`src/hw/cbts_defines.vh`:
```
// Constants for the bit-timing and synchronisation block.
// Assumes a 32-bit APB slave at 125 MHz; included by bare name.
`ifndef CBTS_DEFINES_VH
`define CBTS_DEFINES_VH

// ****************************************
// Register byte offsets
// ****************************************
`define CBTS_ADDR_MODE 12'h000
`define CBTS_ADDR_TIMING 12'h004
`define CBTS_ADDR_STATUS 12'h008
`define CBTS_ADDR_W 12

// ****************************************
// Timing register fields
// ****************************************
`define CBTS_PRESC_LSB 0
`define CBTS_PRESC_MSB 5
`define CBTS_SJW_LSB 6
`define CBTS_SJW_MSB 7
`define CBTS_PROP_LSB 8
`define CBTS_PROP_MSB 10
`define CBTS_PH1_LSB 11
`define CBTS_PH1_MSB 13
`define CBTS_PH2_LSB 14
`define CBTS_PH2_MSB 16
`define CBTS_TRIPLE_BIT 17
`define CBTS_PH2SRC_BIT 18
`define CBTS_TIMING_RESET 19'h0_0000
`define CBTS_TIMING_W 19

// ****************************************
// Fixed quantities
// ****************************************
`define CBTS_IPT_TQ 4'h2
`define CBTS_PH_MAX 4'hF
`define CBTS_IDLE_BITS 4'hB

`endif

```
`src/hw/cbts_vote.v`:
```
// Three-sample majority voter for the received bit.
// Assumes samples arrive already synchronised to clk.
`timescale 1ns/10ps
module cbts_vote (
    input wire clk,
    input wire sys_rst,
    input wire shift,
    input wire level,
    input wire triple,
    output reg vote_q
);
    reg [1:0] hist_q;

    always @(posedge clk) begin
        if (sys_rst) begin
            hist_q <= 2'h3;
        end else if (shift) begin
            hist_q <= {hist_q[0], level};
        end
    end

    // Combinational majority, registered by the caller's timing
    always @* begin
        if (triple) begin
            vote_q = (hist_q[1] & hist_q[0]) | (hist_q[1] & level) |
                     (hist_q[0] & level);
        end else begin
            vote_q = level;
        end
    end
endmodule // cbts_vote

```
`src/hw/cbts_core.v`:
```
// Bit-timing and synchronisation engine with APB register access.
// Assumes bus_receive_pin is asynchronous; 1 is recessive.
`timescale 1ns/10ps
`include "cbts_defines.vh"

// Functional notes
// RULE1: One quantum every 2*(prescaler+1) clocks, prescaler 0..63.
// RULE2: Bit holds 5..25 quanta; software should use at least 8.
// RULE3: Bit opens with a one-quantum sync segment expecting edges.
// RULE4: Propagation segment 1..8 quanta from a 3-bit field.
// RULE5: Phase segment 1 follows, 1..8 quanta.
// RULE6: Received bit decided when phase segment 1 ends.
// RULE7: Phase segment 2 ends bit, 1..8, effective minimum 2 quanta.
// RULE8: Two-quantum processing time after sample point.
// RULE9: Triple sampling takes majority of three half-quantum samples.
// RULE10: Hard sync on falling edge only while idle, restarting bit.
// RULE11: No resync in a bit that had a hard sync.
// RULE12: Jump width 1..4 bounds lengthening and shortening.
// RULE13: Only recessive-to-dominant edges synchronise.
// RULE14: Phase error zero in sync, positive before, negative after.
// RULE15: Error within jump width realigns like hard sync.
// RULE16: Large positive error lengthens phase 1 by jump width.
// RULE17: Large negative error shortens phase 2 by jump width.
// RULE18: At most one synchronisation per bit.
// RULE19: Edge used only if previous sample differs from new level.
// RULE20: No positive-error resync while sending dominant.
// RULE21: Software keeps prop+phase1 >= phase2 >= jump width.
// RULE22: Software should sample near 80 percent of the bit.
// RULE23: Timing writes accepted only in configuration mode.
// RULE24: Source select picks phase2 length or max(phase1, 2).
// RULE25: Triple-sample bit selects majority or single sample.
// RULE26: Jump width from a 2-bit field, multiples of a quantum.
// RULE27: All segment counters advance only on the quantum pulse.
module cbts_core (
    input wire clk,
    input wire sys_rst,
    input wire psel,
    input wire penable,
    input wire pwrite,
    input wire [11:0] paddr,
    input wire [31:0] pwdata,
    output reg [31:0] prdata,
    output reg pready,
    output reg pslverr,
    input wire bus_receive_pin,
    input wire tx_dominant,
    output reg sample_strobe,
    output reg rx_bit,
    output reg bit_start,
    output reg hard_sync_pulse,
    output reg resync_pulse
);
    // ****************************************
    // Segment states
    // ****************************************
    localparam ST_SYNC = 2'b00;
    localparam ST_PROP = 2'b01;
    localparam ST_PH1 = 2'b10;
    localparam ST_PH2 = 2'b11;

    reg config_mode_q;
    reg [`CBTS_TIMING_W-1:0] timing_q;
    reg [31:0] prdata_d;
    reg pready_q, pslverr_q;
    reg rx_meta_q, rx_sync_q, rx_prev_q;
    reg [6:0] presc_cnt_q;
    reg tq_q, half_q;
    reg [1:0] seg_q;
    reg [3:0] seg_cnt_q;
    reg [3:0] ph1_len_q, ph2_len_q;
    reg synced_q;
    reg sampled_q;
    reg [3:0] idle_cnt_q;
    reg rx_bit_q, samp_q, start_q, hs_q, rs_q;
    reg bus_val_q;
    wire vote;
    // Declared early: the prescaler restarts on both
    wire hs_go;
    wire rs_realign;

    wire [5:0] presc = timing_q[`CBTS_PRESC_MSB:`CBTS_PRESC_LSB];
    wire [3:0] sync_jump_width = {2'h0, timing_q[`CBTS_SJW_MSB:`CBTS_SJW_LSB]}
        + 4'h1; // [RULE26] [RULE12]
    wire [3:0] prop_len = {1'b0, timing_q[`CBTS_PROP_MSB:`CBTS_PROP_LSB]}
        + 4'h1; // [RULE4]
    wire [3:0] ph1_cfg = {1'b0, timing_q[`CBTS_PH1_MSB:`CBTS_PH1_LSB]}
        + 4'h1; // [RULE5]
    wire [3:0] ph2_prog = {1'b0, timing_q[`CBTS_PH2_MSB:`CBTS_PH2_LSB]}
        + 4'h1;
    wire triple = timing_q[`CBTS_TRIPLE_BIT];
    wire ph2_src = timing_q[`CBTS_PH2SRC_BIT];

    function [3:0] max4;
        input [3:0] a;
        input [3:0] b;
        begin
            max4 = (a > b) ? a : b;
        end
    endfunction

    // Configured phase 2 never shorter than processing time
    wire [3:0] ph2_cfg = ph2_src ? max4(ph2_prog, `CBTS_IPT_TQ)
        : max4(ph1_cfg, `CBTS_IPT_TQ); // [RULE24] [RULE7] [RULE8]

    // ****************************************
    // APB slave
    // ****************************************
    // Write lands on the completing edge, where pready is sampled
    wire wr = psel & penable & pwrite & pready_q;
    wire rd_setup = psel & ~penable;

    always @(posedge clk) begin
        if (sys_rst) begin
            config_mode_q <= 1'b1;
            timing_q <= `CBTS_TIMING_RESET;
            pready_q <= 1'b0;
            pslverr_q <= 1'b0;
            prdata <= 32'h0000_0000;
        end else begin
            pready_q <= psel & penable & ~pready_q;
            pslverr_q <= 1'b0;
            if (rd_setup) begin
                prdata <= prdata_d;
            end
            if (psel & penable & ~pready_q) begin
                if (paddr != `CBTS_ADDR_MODE &&
                    paddr != `CBTS_ADDR_TIMING &&
                    paddr != `CBTS_ADDR_STATUS) begin
                    pslverr_q <= 1'b1;
                end
            end
            if (wr && paddr == `CBTS_ADDR_MODE) begin
                config_mode_q <= pwdata[0];
            end else if (wr && paddr == `CBTS_ADDR_TIMING &&
                         config_mode_q) begin
                timing_q <= pwdata[`CBTS_TIMING_W-1:0]; // [RULE23]
            end
        end
    end

    always @* begin
        if (paddr == `CBTS_ADDR_MODE) begin
            prdata_d = {31'h0000_0000, config_mode_q};
        end else if (paddr == `CBTS_ADDR_TIMING) begin
            prdata_d = {13'h0000, timing_q};
        end else if (paddr == `CBTS_ADDR_STATUS) begin
            prdata_d = {24'h00_0000, synced_q, rx_bit_q, bus_val_q,
                        seg_q, 3'h0};
        end else begin
            prdata_d = 32'h0000_0000;
        end
    end

    always @* begin
        pready = pready_q;
        pslverr = pslverr_q;
    end

    // ****************************************
    // Pin synchroniser and quantum prescaler
    // ****************************************
    always @(posedge clk) begin
        if (sys_rst) begin
            rx_meta_q <= 1'b1;
            rx_sync_q <= 1'b1;
            rx_prev_q <= 1'b1;
        end else begin
            rx_meta_q <= bus_receive_pin;
            rx_sync_q <= rx_meta_q;
            rx_prev_q <= rx_sync_q;
        end
    end

    // Falling edge only; rising edges carry no timing
    wire fall = rx_prev_q & ~rx_sync_q; // [RULE13]
    // Edge must change the last sampled level
    wire edge_ok = fall & bus_val_q; // [RULE19]

    wire [6:0] presc_top = {presc, 1'b1};
    wire [6:0] presc_half = {1'b0, presc};
    // Restart the quantum so a sync edge falls in the sync segment
    always @(posedge clk) begin
        if (sys_rst || hs_go || rs_realign) begin
            presc_cnt_q <= 7'h00;
            tq_q <= 1'b0;
            half_q <= 1'b0;
        end else begin
            // Period 2*(P+1) clocks
            if (presc_cnt_q == presc_top) begin
                presc_cnt_q <= 7'h00;
                tq_q <= 1'b1; // [RULE1] [RULE27]
            end else begin
                presc_cnt_q <= presc_cnt_q + 7'h01;
                tq_q <= 1'b0;
            end
            half_q <= (presc_cnt_q == presc_half);
        end
    end

    cbts_vote u_vote (
        .clk(clk),
        .sys_rst(sys_rst),
        .shift(half_q | tq_q),
        .level(rx_sync_q),
        .triple(triple),
        .vote_q(vote)
    ); // [RULE9] [RULE25]

    // ****************************************
    // Synchronisation decisions
    // ****************************************
    // Idle once enough recessive bits in a row were sampled
    wire idle = (idle_cnt_q == `CBTS_IDLE_BITS);
    // Hard sync only on start of frame
    assign hs_go = edge_ok & idle & ~synced_q; // [RULE10]
    wire in_sync = (seg_q == ST_SYNC);
    wire pos_err = (seg_q == ST_PROP) | (seg_q == ST_PH1);
    wire neg_err = (seg_q == ST_PH2);
    // Elapsed quanta since bit start, before the sample point
    wire [4:0] pos_mag = (seg_q == ST_PROP) ? {1'b0, seg_cnt_q} + 5'h1
        : {1'b0, prop_len} + {1'b0, seg_cnt_q} + 5'h1; // [RULE14]
    // Quanta still left in phase 2 when the edge arrives
    wire [3:0] neg_mag = ph2_len_q - seg_cnt_q;
    // One sync per bit; no positive resync while sending dominant
    wire rs_ok = edge_ok & ~idle & ~synced_q & ~in_sync &
        ~(pos_err & tx_dominant); // [RULE18] [RULE11] [RULE20]
    wire rs_small = rs_ok & ((pos_err & (pos_mag <= {1'b0, sync_jump_width})) |
        (neg_err & (neg_mag <= sync_jump_width))); // [RULE15]
    assign rs_realign = rs_small;
    wire rs_long = rs_ok & pos_err & ~rs_small; // [RULE16]
    wire rs_short = rs_ok & neg_err & ~rs_small; // [RULE17]

    // ****************************************
    // Segment sequencer
    // ****************************************
    always @(posedge clk) begin
        if (sys_rst) begin
            seg_q <= ST_SYNC;
            seg_cnt_q <= 4'h0;
            ph1_len_q <= 4'h1;
            ph2_len_q <= `CBTS_IPT_TQ;
            synced_q <= 1'b0;
            sampled_q <= 1'b0;
            bus_val_q <= 1'b1;
            idle_cnt_q <= 4'h0;
            rx_bit_q <= 1'b1;
            samp_q <= 1'b0;
            start_q <= 1'b0;
            hs_q <= 1'b0;
            rs_q <= 1'b0;
        end else begin
            samp_q <= 1'b0;
            start_q <= 1'b0;
            hs_q <= hs_go;
            rs_q <= rs_ok;
            if (hs_go || rs_realign) begin
                // Restart in sync segment so edge lies within it
                seg_q <= ST_SYNC;
                seg_cnt_q <= 4'h0;
                synced_q <= 1'b1;
                ph1_len_q <= ph1_cfg;
                ph2_len_q <= ph2_cfg;
                if (hs_go) begin
                    idle_cnt_q <= 4'h0;
                end
                start_q <= 1'b1; // [RULE10] [RULE15]
            end else begin
                if (rs_long) begin
                    ph1_len_q <= ph1_len_q + sync_jump_width; // [RULE16]
                    synced_q <= 1'b1;
                end
                if (rs_short) begin
                    ph2_len_q <= ph2_len_q - sync_jump_width; // [RULE17]
                    synced_q <= 1'b1;
                end
                if (tq_q) begin
                    case (seg_q)
                        ST_SYNC: begin
                            // Sync segment is one quantum
                            seg_q <= ST_PROP; // [RULE3]
                            seg_cnt_q <= 4'h0;
                        end
                        ST_PROP: begin
                            if (seg_cnt_q == prop_len - 4'h1) begin
                                seg_q <= ST_PH1;
                                seg_cnt_q <= 4'h0;
                            end else begin
                                seg_cnt_q <= seg_cnt_q + 4'h1;
                            end
                        end
                        ST_PH1: begin
                            if (seg_cnt_q == ph1_len_q - 4'h1) begin
                                seg_q <= ST_PH2;
                                seg_cnt_q <= 4'h0;
                                rx_bit_q <= vote; // [RULE6] [RULE9]
                                bus_val_q <= vote;
                                samp_q <= 1'b1;
                                sampled_q <= 1'b1;
                                if (vote && !idle) begin
                                    idle_cnt_q <= idle_cnt_q + 4'h1;
                                end else if (!vote) begin
                                    idle_cnt_q <= 4'h0;
                                end
                            end else begin
                                seg_cnt_q <= seg_cnt_q + 4'h1;
                            end
                        end
                        default: begin
                            // Shortened phase 2 may already be done
                            if (seg_cnt_q + 4'h1 >= ph2_len_q) begin
                                seg_q <= ST_SYNC;
                                seg_cnt_q <= 4'h0;
                                synced_q <= 1'b0; // [RULE18]
                                ph1_len_q <= ph1_cfg;
                                ph2_len_q <= ph2_cfg; // [RULE8]
                                start_q <= 1'b1;
                            end else begin
                                seg_cnt_q <= seg_cnt_q + 4'h1;
                            end
                        end
                    endcase
                end
            end
        end
    end

    // ****************************************
    // Output registers
    // ****************************************
    // Minimum 5 quanta bit arises from 1+1+1+2 [RULE2]
    always @(posedge clk) begin
        if (sys_rst) begin
            sample_strobe <= 1'b0;
            rx_bit <= 1'b1;
            bit_start <= 1'b0;
            hard_sync_pulse <= 1'b0;
            resync_pulse <= 1'b0;
        end else begin
            sample_strobe <= samp_q;
            rx_bit <= rx_bit_q;
            bit_start <= start_q;
            hard_sync_pulse <= hs_q;
            resync_pulse <= rs_q;
        end
    end
endmodule // cbts_core

```
`config.mk`:
```
export PLATFORM = sky130hd
export DESIGN_NAME = cbts_core
export DESIGN_NICKNAME = d
export VERILOG_FILES = /design/src/hw/cbts_vote.v /design/src/hw/cbts_core.v
export VERILOG_INCLUDE_DIRS = /design/src /design/src/hw
export SDC_FILE = /design/constraint.sdc
export NUM_CORES = 1
export LEC_CHECK = 0
export CAP_MARGIN = 10
export CORE_ASPECT_RATIO = 0.75
export CORE_UTILIZATION = 50
export DETAILED_ROUTE_END_ITERATION = 8
export DONT_BUFFER_PORTS = 1
export PLACE_DENSITY_LB_ADDON = 0.05
export SLEW_MARGIN = 20
export SYNTH_ARGS = -nofsm -noshare
export SYNTH_HDL_FRONTEND = slang
export SYNTH_SLANG_ARGS = --single-unit
export TNS_END_PERCENT = 100
```
`constraint.sdc`:
```
create_clock -name clk -period 3.2 [get_ports clk]
set_input_delay 0.64 -clock clk [delete_from_list [all_inputs] [get_ports clk]]
set_output_delay 0.64 -clock clk [all_outputs]
set_load 0.01 [all_outputs]
```
---- Word level (Yosys, flattened, before mapping) ----
Cells that the tools add are included.
storage, ports and cells
  flip-flop bits (word level) ............. 97
  bits of input ports ..................... 51
  output and inout bits ................... 39
  word-level logic and storage cells ...... 178
operators by class
  $add $sub $neg .......................... 15
  order comparisons ....................... 5
  equality and inequality tests ........... 16
  muxes and demuxes ....................... 46
  bitwise operators ....................... 42
  reduce and logical (&&, ||, !) cells .... 26
operators by type and width
  cell                   number
  $mux W4                23
  $mux W19               2
  $and A1 B1 Y1          24
  $mux W1                14
  $not A1 Y1             13
  $add A3 B1 Y4 const B  3
  $eq A12 B3 Y1 const B  1
  $eq A12 B4 Y1 const B  1
  $logic_not A12 Y1      1
  $ne A12 B3 Y1 const B  1
  $ne A12 B4 Y1 const B  1
  $pmux W4 S3            1
  $reduce_bool A12 Y1    1
  $add A4 B1 Y4 const B  2
  $eq A4 B4 Y1           2
  $gt A4 B2 Y1 const B   2
  $mux W8                1
  $reduce_and A4 Y1      2
  $sub A4 B1 Y4 const B  2
  $add A7 B1 Y7 const B  1
  $eq A7 B6 Y1           1
  $eq A7 B7 Y1           1
  $logic_and A1 B1 Y1    6
  $mux W2                3
  29 further kinds       41

---- Logic depth before layout (Yosys ltp) ----
Gate-level depths: netlist of the first run.
  depth after elaboration ................. 16
  depth in mapped cells ................... 16
  mapped depth without buffers ............ 14

---- Modules after synthesis ----
From an unflattened synthesis of the first run, not the netlist that was laid out.
second synthesis, totals
  cells, all modules ...................... 551
  area total of the unflattened synthesis .. 4,748.3 um^2
by module, submodules not included
  module     instances  cells an instance  area an instance (um^2)  sequential area each (um^2)
  cbts_core  1          540                4,655.7                  1,641.6
  cbts_vote  1          11                 92.6                     40.0

---- Worst setup path after synthesis of the first run ----
Ideal clock, no wire load.
  path kind ............................... register to register
  from .................................... register seg_cnt_q[0]
  to ...................................... register ph1_len_q[0]
  library setup time ...................... 0.127 ns
  data arrival time ....................... 3.128 ns
  required time ........................... 3.073 ns
  slack ................................... -0.055 ns
  stages on the path, launching flop included .. 16
  path buffers ............................ 2
  period minus slack after synthesis ...... 3.255 ns
  cell sequence ........................... dfxtp_1 inv_1 ha_1 inv_1 fa_1 mux2_2 ha_1 nand3_1 o21ai_0 o21ai_0 o21ai_2 a221o_1 buf_2 buf_6 nor3_1 a31oi_1
between the ends
  longest elaborated chain between the ends .. 14
  elaborated cells between the ends (all ways) .. 21
  those cells by class .................... add/sub: 5; order compare: 3; mux: 6; bitwise: 6; reduce/logical: 1
RTL lines
  what                    line             text
  from (decl)             cbts_core.v:69   reg [3:0] seg_cnt_q;
  from (signal assigned)  cbts_core.v:288  seg_cnt_q <= seg_cnt_q + 4'h1;
  from (signal assigned)  cbts_core.v:305  seg_cnt_q <= seg_cnt_q + 4'h1;
  from (signal assigned)  cbts_core.v:318  seg_cnt_q <= seg_cnt_q + 4'h1;
  $add A4 B4 Y5           cbts_core.v:221  : {1'b0, prop_len} + {1'b0, seg_cnt_q} + 5'h1;
  $add A5 B1 Y5           cbts_core.v:221
  $mux W5                 cbts_core.v:220  wire [4:0] pos_mag = (seg_q == ST_PROP) ? {1'b0, seg_cnt_q} + 5'h1
  $le A5 B3 Y1            cbts_core.v:227  wire rs_small = rs_ok & ((pos_err & (pos_mag <= {1'b0, sync_jump_width})) |
  $and A1 B1 Y1           cbts_core.v:227
  $or A1 B1 Y1            cbts_core.v:227
  $and A1 B1 Y1           cbts_core.v:227
  $not A1 Y1              cbts_core.v:230  wire rs_long = rs_ok & pos_err & ~rs_small;
  $and A1 B1 Y1           cbts_core.v:230
  $mux W4                 cbts_core.v:268  if (rs_long) begin
  $mux W4                 cbts_core.v:310  if (seg_cnt_q + 4'h1 >= ph2_len_q) begin
  $mux W4                 cbts_core.v:277  case (seg_q)
  $mux W4                 cbts_core.v:276  if (tq_q) begin
  $mux W4 (*)             cbts_core.v:256  if (hs_go || rs_realign) begin
  to (signal assigned)    cbts_core.v:261  ph1_len_q <= ph1_cfg;
  to (signal assigned)    cbts_core.v:269  ph1_len_q <= ph1_len_q + sync_jump_width;
  to (signal assigned)    cbts_core.v:314  ph1_len_q <= ph1_cfg;
  to (decl)               cbts_core.v:70   reg [3:0] ph1_len_q, ph2_len_q;
Every way passes the cells marked *; elsewhere a longest branch is shown, timed or not.
A chain may end at the register's enable or synchronous reset.

---- Worst setup path after layout of the first run ----
  from .................................... register timing_q[9]
  to ...................................... register idle_cnt_q[2]
between the ends
  longest elaborated chain between the ends .. 11
  elaborated cells between the ends (all ways) .. 16
  those cells by class .................... add/sub: 3; order compare: 1; eq/ne: 2; mux: 2; bitwise: 3; reduce/logical: 5
RTL lines
  what                                                  line             text
  from (decl)                                           cbts_core.v:62   reg [`CBTS_TIMING_W-1:0] timing_q;
  from (signal assigned)                                cbts_core.v:115  timing_q <= `CBTS_TIMING_RESET;
  from (signal assigned)                                cbts_core.v:136  timing_q <= pwdata[`CBTS_TIMING_W-1:0];
  $add A3 B1 Y4 (*)                                     cbts_core.v:84   wire [3:0] prop_len = {1'b0, timing_q[`CBTS_PROP_MSB:`CBTS_PROP_LSB]}
  $add A4 B4 Y5 (*)                                     cbts_core.v:221
  $add A5 B1 Y5 (*)                                     cbts_core.v:221
  $mux W5 (*)                                           cbts_core.v:220
  $le A5 B3 Y1 (*)                                      cbts_core.v:227
  $and A1 B1 Y1 (*)                                     cbts_core.v:227
  $or A1 B1 Y1 (*)                                      cbts_core.v:227
  $and A1 B1 Y1 (*)                                     cbts_core.v:227
  $logic_or A1 B1 Y1 (*)                                cbts_core.v:256
  $ne A3 B1 Y1 (no line), or another cell as far along  n/a
  $reduce_and A5 Y1 (no line)                           n/a
  to (signal assigned)                                  cbts_core.v:300  idle_cnt_q <= idle_cnt_q + 4'h1;
  to (decl)                                             cbts_core.v:73   reg [3:0] idle_cnt_q;
Marked as above.

==> run metrics, run 1 <==
CTS root buffer=clkbuf_16; Clock Skew=0.006010 ns; Final period util=96.47%; setup slack at placement=0.01152 ns; final hold violations=0; Leak Pwr=2.132 nW; grt ovf=0; Clk network pwr share=46.3%; Layout area overhead=14.01%; Post-synth EDFFs=0; GRT Resource Usage Total=22.62%; outcome=finished, final reports clean; area leader, netlist=dfxtp_1; Die W=113.7 microns; IO Pins=90; ANT nets after route=0; pin count of the biggest net entering global routing=67; final worst slack=0.1130 ns; Ys Warns=0; Sw Pwr=0.0004823 W; commonest cells in the netlist=dfxtp_1, nand2_1, nor2_1; # Max-Cap Violations=0; routed wire length=10730 microns; Seq cells post-synth=84; global-route wire length before repair=17120 microns; Hold Path Depth=1; post-route cell area=5335 sq um; post-synth top area share=35.94%; top-count cell post-synth=dfxtp_1; share of cells above drive strength 1=15.19%; total number of vias=3751; Final HPWL DP=8057 microns; top achievable clock speed=323.9 MHz; # rows=30; die height=85.78 microns; Final Critical Period=3.087 ns; Worst Setup Start Kind=flip-flop; initial drt markers=151; port bufs=0; clk sinks=84; internal power=0.001702 W; worst hold path class=in2reg; maximum VDD drop=259.2 uV; sequential area share after synthesis=35.94%; r2r endpoint=idle_cnt_q[2]; n_diodes=0; GP Congestion=0.9344; Worst-Margin Slew=0.8424 ns; Pwr Density=409.4 nW/um^2; pins over their slew limit=0; CTS H-tree lvls=3; Max Buffers Root-to-Sink=2; Synth Instances=538; setup_tns=0 ns; path depth of the worst reg2reg path=10; hold buffers post-CTS=0; clock latency on the worst-skew pair=0.34 ns; hold endpoint=idle_cnt_q[1]; Reg clk slew, reported paths=0.06 ns; switching part of the total=22.08%; top routing layer in use=met4; part of the power in registers=49.0%; Gate power share=4.7%; R2R setup slack=0.11 ns; CP Max Fanout=6; Die ar.=9754 sq um; M1 WL=5119 microns; initial antenna violation count=0; top post-synthesis cells by area=dfxtp_1, ha_1, nand2_1; Slew HR=43.05%; Mapped Area=4679 sq um; DRC Markers=0; Initial Utilization=51.52%; core area=9084 sq um; routed length per instance=15.46 microns; Synth cell types=59; NumNets Final=652; # setup viols final=0; Detail Route met3 WL=706 microns; CP arrival=3.36 ns; DRT Pass-1 Iters=4; reg-to-reg startpoint=timing_q[9]; CTS tree=built; Synth async-reset ratio=0%; Hold Worst Slack=0.3672 ns; wire length on met2=4788 microns; TritonCTS buffer count=9; kind of end point of the critical path=flip-flop; Synth Flop Type=dfxtp_1; hold_sp=sys_rst; Synth Area per Inst=8.698 sq um; vias in the first global route=3431; vias per inst=5.405; Worst Setup Path Type=reg2reg; placed cell area=4922 sq um; worst path required time=3.47 ns
[worst max-delay path: stages (launching register included)]
cell	delay [ns]
dfxtp_1	0.38
ha_4	0.23
buf_4	0.14
ha_1	0.27
nor2b_1	0.20
o21ai_0	0.13
a221oi_2	0.61
o21ai_4	0.17
a21o_4	0.27
or4_1	0.47
a21oi_1	0.15
[placed cells by master (no fill, tap or decap), types with 5 or more instances in the layout]
cell       count
nor2b_1       10
mux2i_1        8
nand2_1       59
clkbuf_16      9
buf_4         35
nor3_1         7
or2_2          7
xor2_1        16
nand4_1        8
ha_1          34
dfxtp_1       81
o21ai_0       12
a31oi_1        5
xnor2_1       22
inv_1         22
nand3_1       14
a22oi_1       18
conb_1        13
nand2b_1       9
a211oi_1       5
nor2_1        47
a21oi_1       37
[power groups by stage]
stage	clock network, W	logic [W]	registers (W)
after floorplan	0	0.0000905	0.00109
after global placement	0	0.0000912	0.00109
after detailed placement	0	0.0000927	0.00109
after CTS	0.00104	0.0000937	0.00107
after global routing	0.00108	0.000111	0.00107
final	0.00101	0.000102	0.00107
[routing by layer]
| layer | GRT usage [%] | vias to the layer above |
|---|---|---|
| li1 | - | 1906 |
| met5 | 0 | - |
| met3 | 5.724 | 13 |
| met1 | 31.40 | 1735 |
| met2 | 34.87 | 97 |
| met4 | 6.220 | 0 |
[worst max path at each step]
stage	start	slack, ns	end	cells past startpoint
after floorplan	seg_cnt_q[0]	0.04	ph1_len_q[0]	15
after global placement	timing_q[8]	0.004	idle_cnt_q[3]	12
after detailed placement	timing_q[8]	0.01	idle_cnt_q[3]	13
after CTS	timing_q[8]	0.0003	idle_cnt_q[3]	12
after global routing	seg_cnt_q[0]	-0.005	idle_cnt_q[0]	13
final	timing_q[9]	0.11	idle_cnt_q[2]	10
[layout make-up]
class | count | area (sq um)
clock buffers | 11 | 232.7
fillers | 832 | 3749
flip-flops and latches | 84 | 1685
inverters | 23 | 86.33
repair buffers | 36 | 274.0
well taps | 128 | 160.2
clock inverters | 5 | 52.55
multi-input cells | 407 | 2844
[state kept, by name, summed over array words and instances, names as in the netlist, 2 cells and up]
name / flops
prdata: 19
timing_q: 19
idle_cnt_q: 4
ph2_len_q: 4
seg_q: 2
seg_cnt_q: 4
ph1_len_q: 4
u_vote.hist_q: 2
presc_cnt_q: 7
[logic make-up after synthesis]
group	Yosys count	share of synthesized area (%)
buffers and inverters	59	6.337
other	1	0.08014
XOR/XNOR	38	7.112
multiplexers	13	2.914
AO/OA/AOI/OAI	115	16.82
flip-flops	84	35.94
AND/OR/NAND/NOR	188	19.47
adder cells (fa/ha/maj)	40	11.34
[per-stage QoR]
stage          utilization [%]  total power [W]  cells
3_5_place_dp             54.19         0.001187    675
4_1_cts                  57.44         0.002202    691
2_1_floorplan                -         0.001179    550
6_report                 58.73         0.002184    694
5_1_grt                  58.73         0.002266    694
3_3_place_gp             54.19         0.001185    675
[repair_timing]
action,4_1_cts,5_1_grt
pin swaps,3,9
endpoints found under the setup margin,5,30
buffers inserted,0,3
gates resized for setup,3,20
Note: power is estimated with default switching activity, not from simulation.
==> run 2, diff against run 1 <==
Settings changed: GPL_TIMING_DRIVEN set to 0.
Clock period 3.2 ns to 3 ns, I/O delays scaled along.
==> run metrics, run 2 (synthesis gave the netlist of run 1 again) <==
DRC Markers=0 (unchanged); fillers=843 (+1.3%); # rows=30 (unchanged); grt ovf=0 (unchanged); initial drt markers=282 (+87%); Final period util=102.8% (+6.3 points); RSZ-0062 raised after global routing=true; largest registers=prdata (19), timing_q (19), presc_cnt_q (7); final hold violations=0 (unchanged); kind of end point of the critical path=flip-flop; failing checks=setup timing; n_diodes=0 (unchanged); routed wire length=11730 microns (+9.3%); Reg clk slew, reported paths=0.06 ns (about the same); Die W=113.7 microns (unchanged); GP Congestion=0.8396 (-10%); worst path required time=3.20 ns (-0.27 ns); pin count of the biggest net entering global routing=15 (-78%); path depth of the worst reg2reg path=13 (+3); Pwr Density=425.5 nW/um^2 (+3.9%); DRT Pass-1 Iters=5 (+1); multi-input logic area=2953 sq um (+3.8%); commonest non-fill, non-tap cell in the layout=dfxtp_1; top achievable clock speed=324.2 MHz (about the same); # setup viols final=12 (+12); global-route wire length before repair=18750 microns (+9.6%); FF+latch area=1695 sq um (+0.59%); Initial Utilization=51.52% (unchanged); GRT Resource Usage Total=24.72% (+2.1 points); clock latency on the worst-skew pair=0.34 ns (about the same); CP arrival=3.29 ns (-0.07 ns); Final HPWL DP=8636 microns (+7.2%); Worst Setup Path Type=reg2reg; CP Max Fanout=6 (unchanged); final worst slack=-0.08423 ns (-0.1972 ns); commonest non-fill, non-tap cells in the layout=dfxtp_1, nand2_1, nor2_1; CTS root buffer=clkbuf_16; ANT nets after route=0 (unchanged); share of cells above drive strength 1=18.26% (+3.1 points); Final Util=61.54% (+2.8 points); clk sinks=84 (unchanged); CTS tree=built; Leak Pwr=2.227 nW (+4.5%); total number of vias=3979 (+6.1%); core area=9084 sq um (unchanged); Die ar.=9754 sq um (unchanged); Clock Skew=0.006669 ns (+0.0006597 ns); Finished Layout Cells=714 (+2.9%); vias per inst=5.573 (+3.1%); pins over their slew limit=0 (unchanged); Hold Path Depth=1 (unchanged); IO Pins=90 (unchanged); port bufs=0 (unchanged); initial antenna violation count=0 (unchanged); Max Buffers Root-to-Sink=2 (unchanged); NumNets Final=672 (+3.1%); Slew HR=39.00% (-4.1 points); die height=85.78 microns (unchanged); vias in the first global route=3786 (+10%); Worst-Margin Slew=0.9023 ns (+0.05993 ns); # Max-Cap Violations=0 (unchanged); TritonCTS buffer count=9 (unchanged); CTS H-tree lvls=3 (unchanged); routed length per instance=16.42 microns (+6.3%); Placed Instances=678 (+0.44%); worst hold path class=in2reg; outcome=finished, violations left; Final Critical Period=3.084 ns (-0.002759 ns); maximum VDD drop=280.7 uV (+8.3%); hold buffers post-CTS=0 (unchanged); Layout area overhead=19.47%; Worst Setup Start Kind=flip-flop
## run 2: changes by cell type in the layout (fill, tap and decap cells not counted), sizes merged
cell and change:
buf +5, clkbuf +14, clkinv +1, clkinvlp -1, inv +1
## run 2: layout make-up
| cell class | instances | share of cell area, % |
|---|---|---|
| multi-input cells | 407 | 52.82 |
| clock inverters | 6 | 1.141 |
| clock buffers | 10 | 4.096 |
| plain buffers | 36 | 4.073 |
| repair buffers | 20 | 3.133 |
| inverters | 23 | 1.544 |
| flip-flops and latches | 84 | 30.33 |
| well taps | 128 | 2.865 |
## run 2: final timing paths
path	start	end	slack, ns
setup / recovery	timing_q[8]	ph1_len_q[1]	-0.08
hold / removal	bus_receive_pin	rx_meta_q	0.37
setup reg to reg	timing_q[8]	ph1_len_q[1]	-0.08
hold reg to reg	rx_meta_q	rx_sync_q	0.42
## run 2: critical path, cell delays in order (launching register included)
cell and delay (ns):
dfxtp_4 0.37, ha_4 0.30, fa_2 0.43, mux2_4 0.29, ha_4 0.22, nand3_2 0.07, o21ai_2 0.05, o21ai_2 0.26
o21ai_4 0.12, a221o_1 0.35, buf_6 0.15, buf_6 0.12, mux2i_1 0.15, nor2_1 0.06
## run 2: stage by stage
stage          setup TNS, ns  cell area, sq um  hold WS (ns)  setup WS, ns  power, W
5_1_grt               -2.288              5590        0.3624       -0.2364  0.002457
6_report             -0.5911              5590        0.3673      -0.08423  0.002379
3_3_place_gp          -6.683              4920        0.3973       -0.4506  0.001288
2_1_floorplan      -0.007035              4760        0.3895     -0.007035  0.001259
3_5_place_dp          -7.982              4920        0.4043       -0.5549  0.001290
4_1_cts              -0.4200              5475        0.3620      -0.09334  0.002384
## run 2: where the power goes
group / total, W / switching, W / internal [W]
registers: 0.00114 / 0.0000132 / 0.00113
logic: 0.000148 / 0.0000891 / 0.0000592
clock network: 0.00109 / 0.000446 / 0.000645
total: 0.00238 / 0.000549 / 0.00183
## run 2: routing by layer
metal	wire (microns)	global-route usage, %	up-vias
met5	0	0	-
met4	155	6.340	0
met3	867	7.208	14
met2	5278	39.63	127
met1	5423	32.67	1894
li1	-	-	1944
## run 2: timing repair
item / 4_1_cts / 5_1_grt
endpoints found under the setup margin: 31 / 23
buffers inserted: 14 / 4
gates cloned: 1 / 1
resized for setup: 33 / 20
pin swaps: 20 / 15
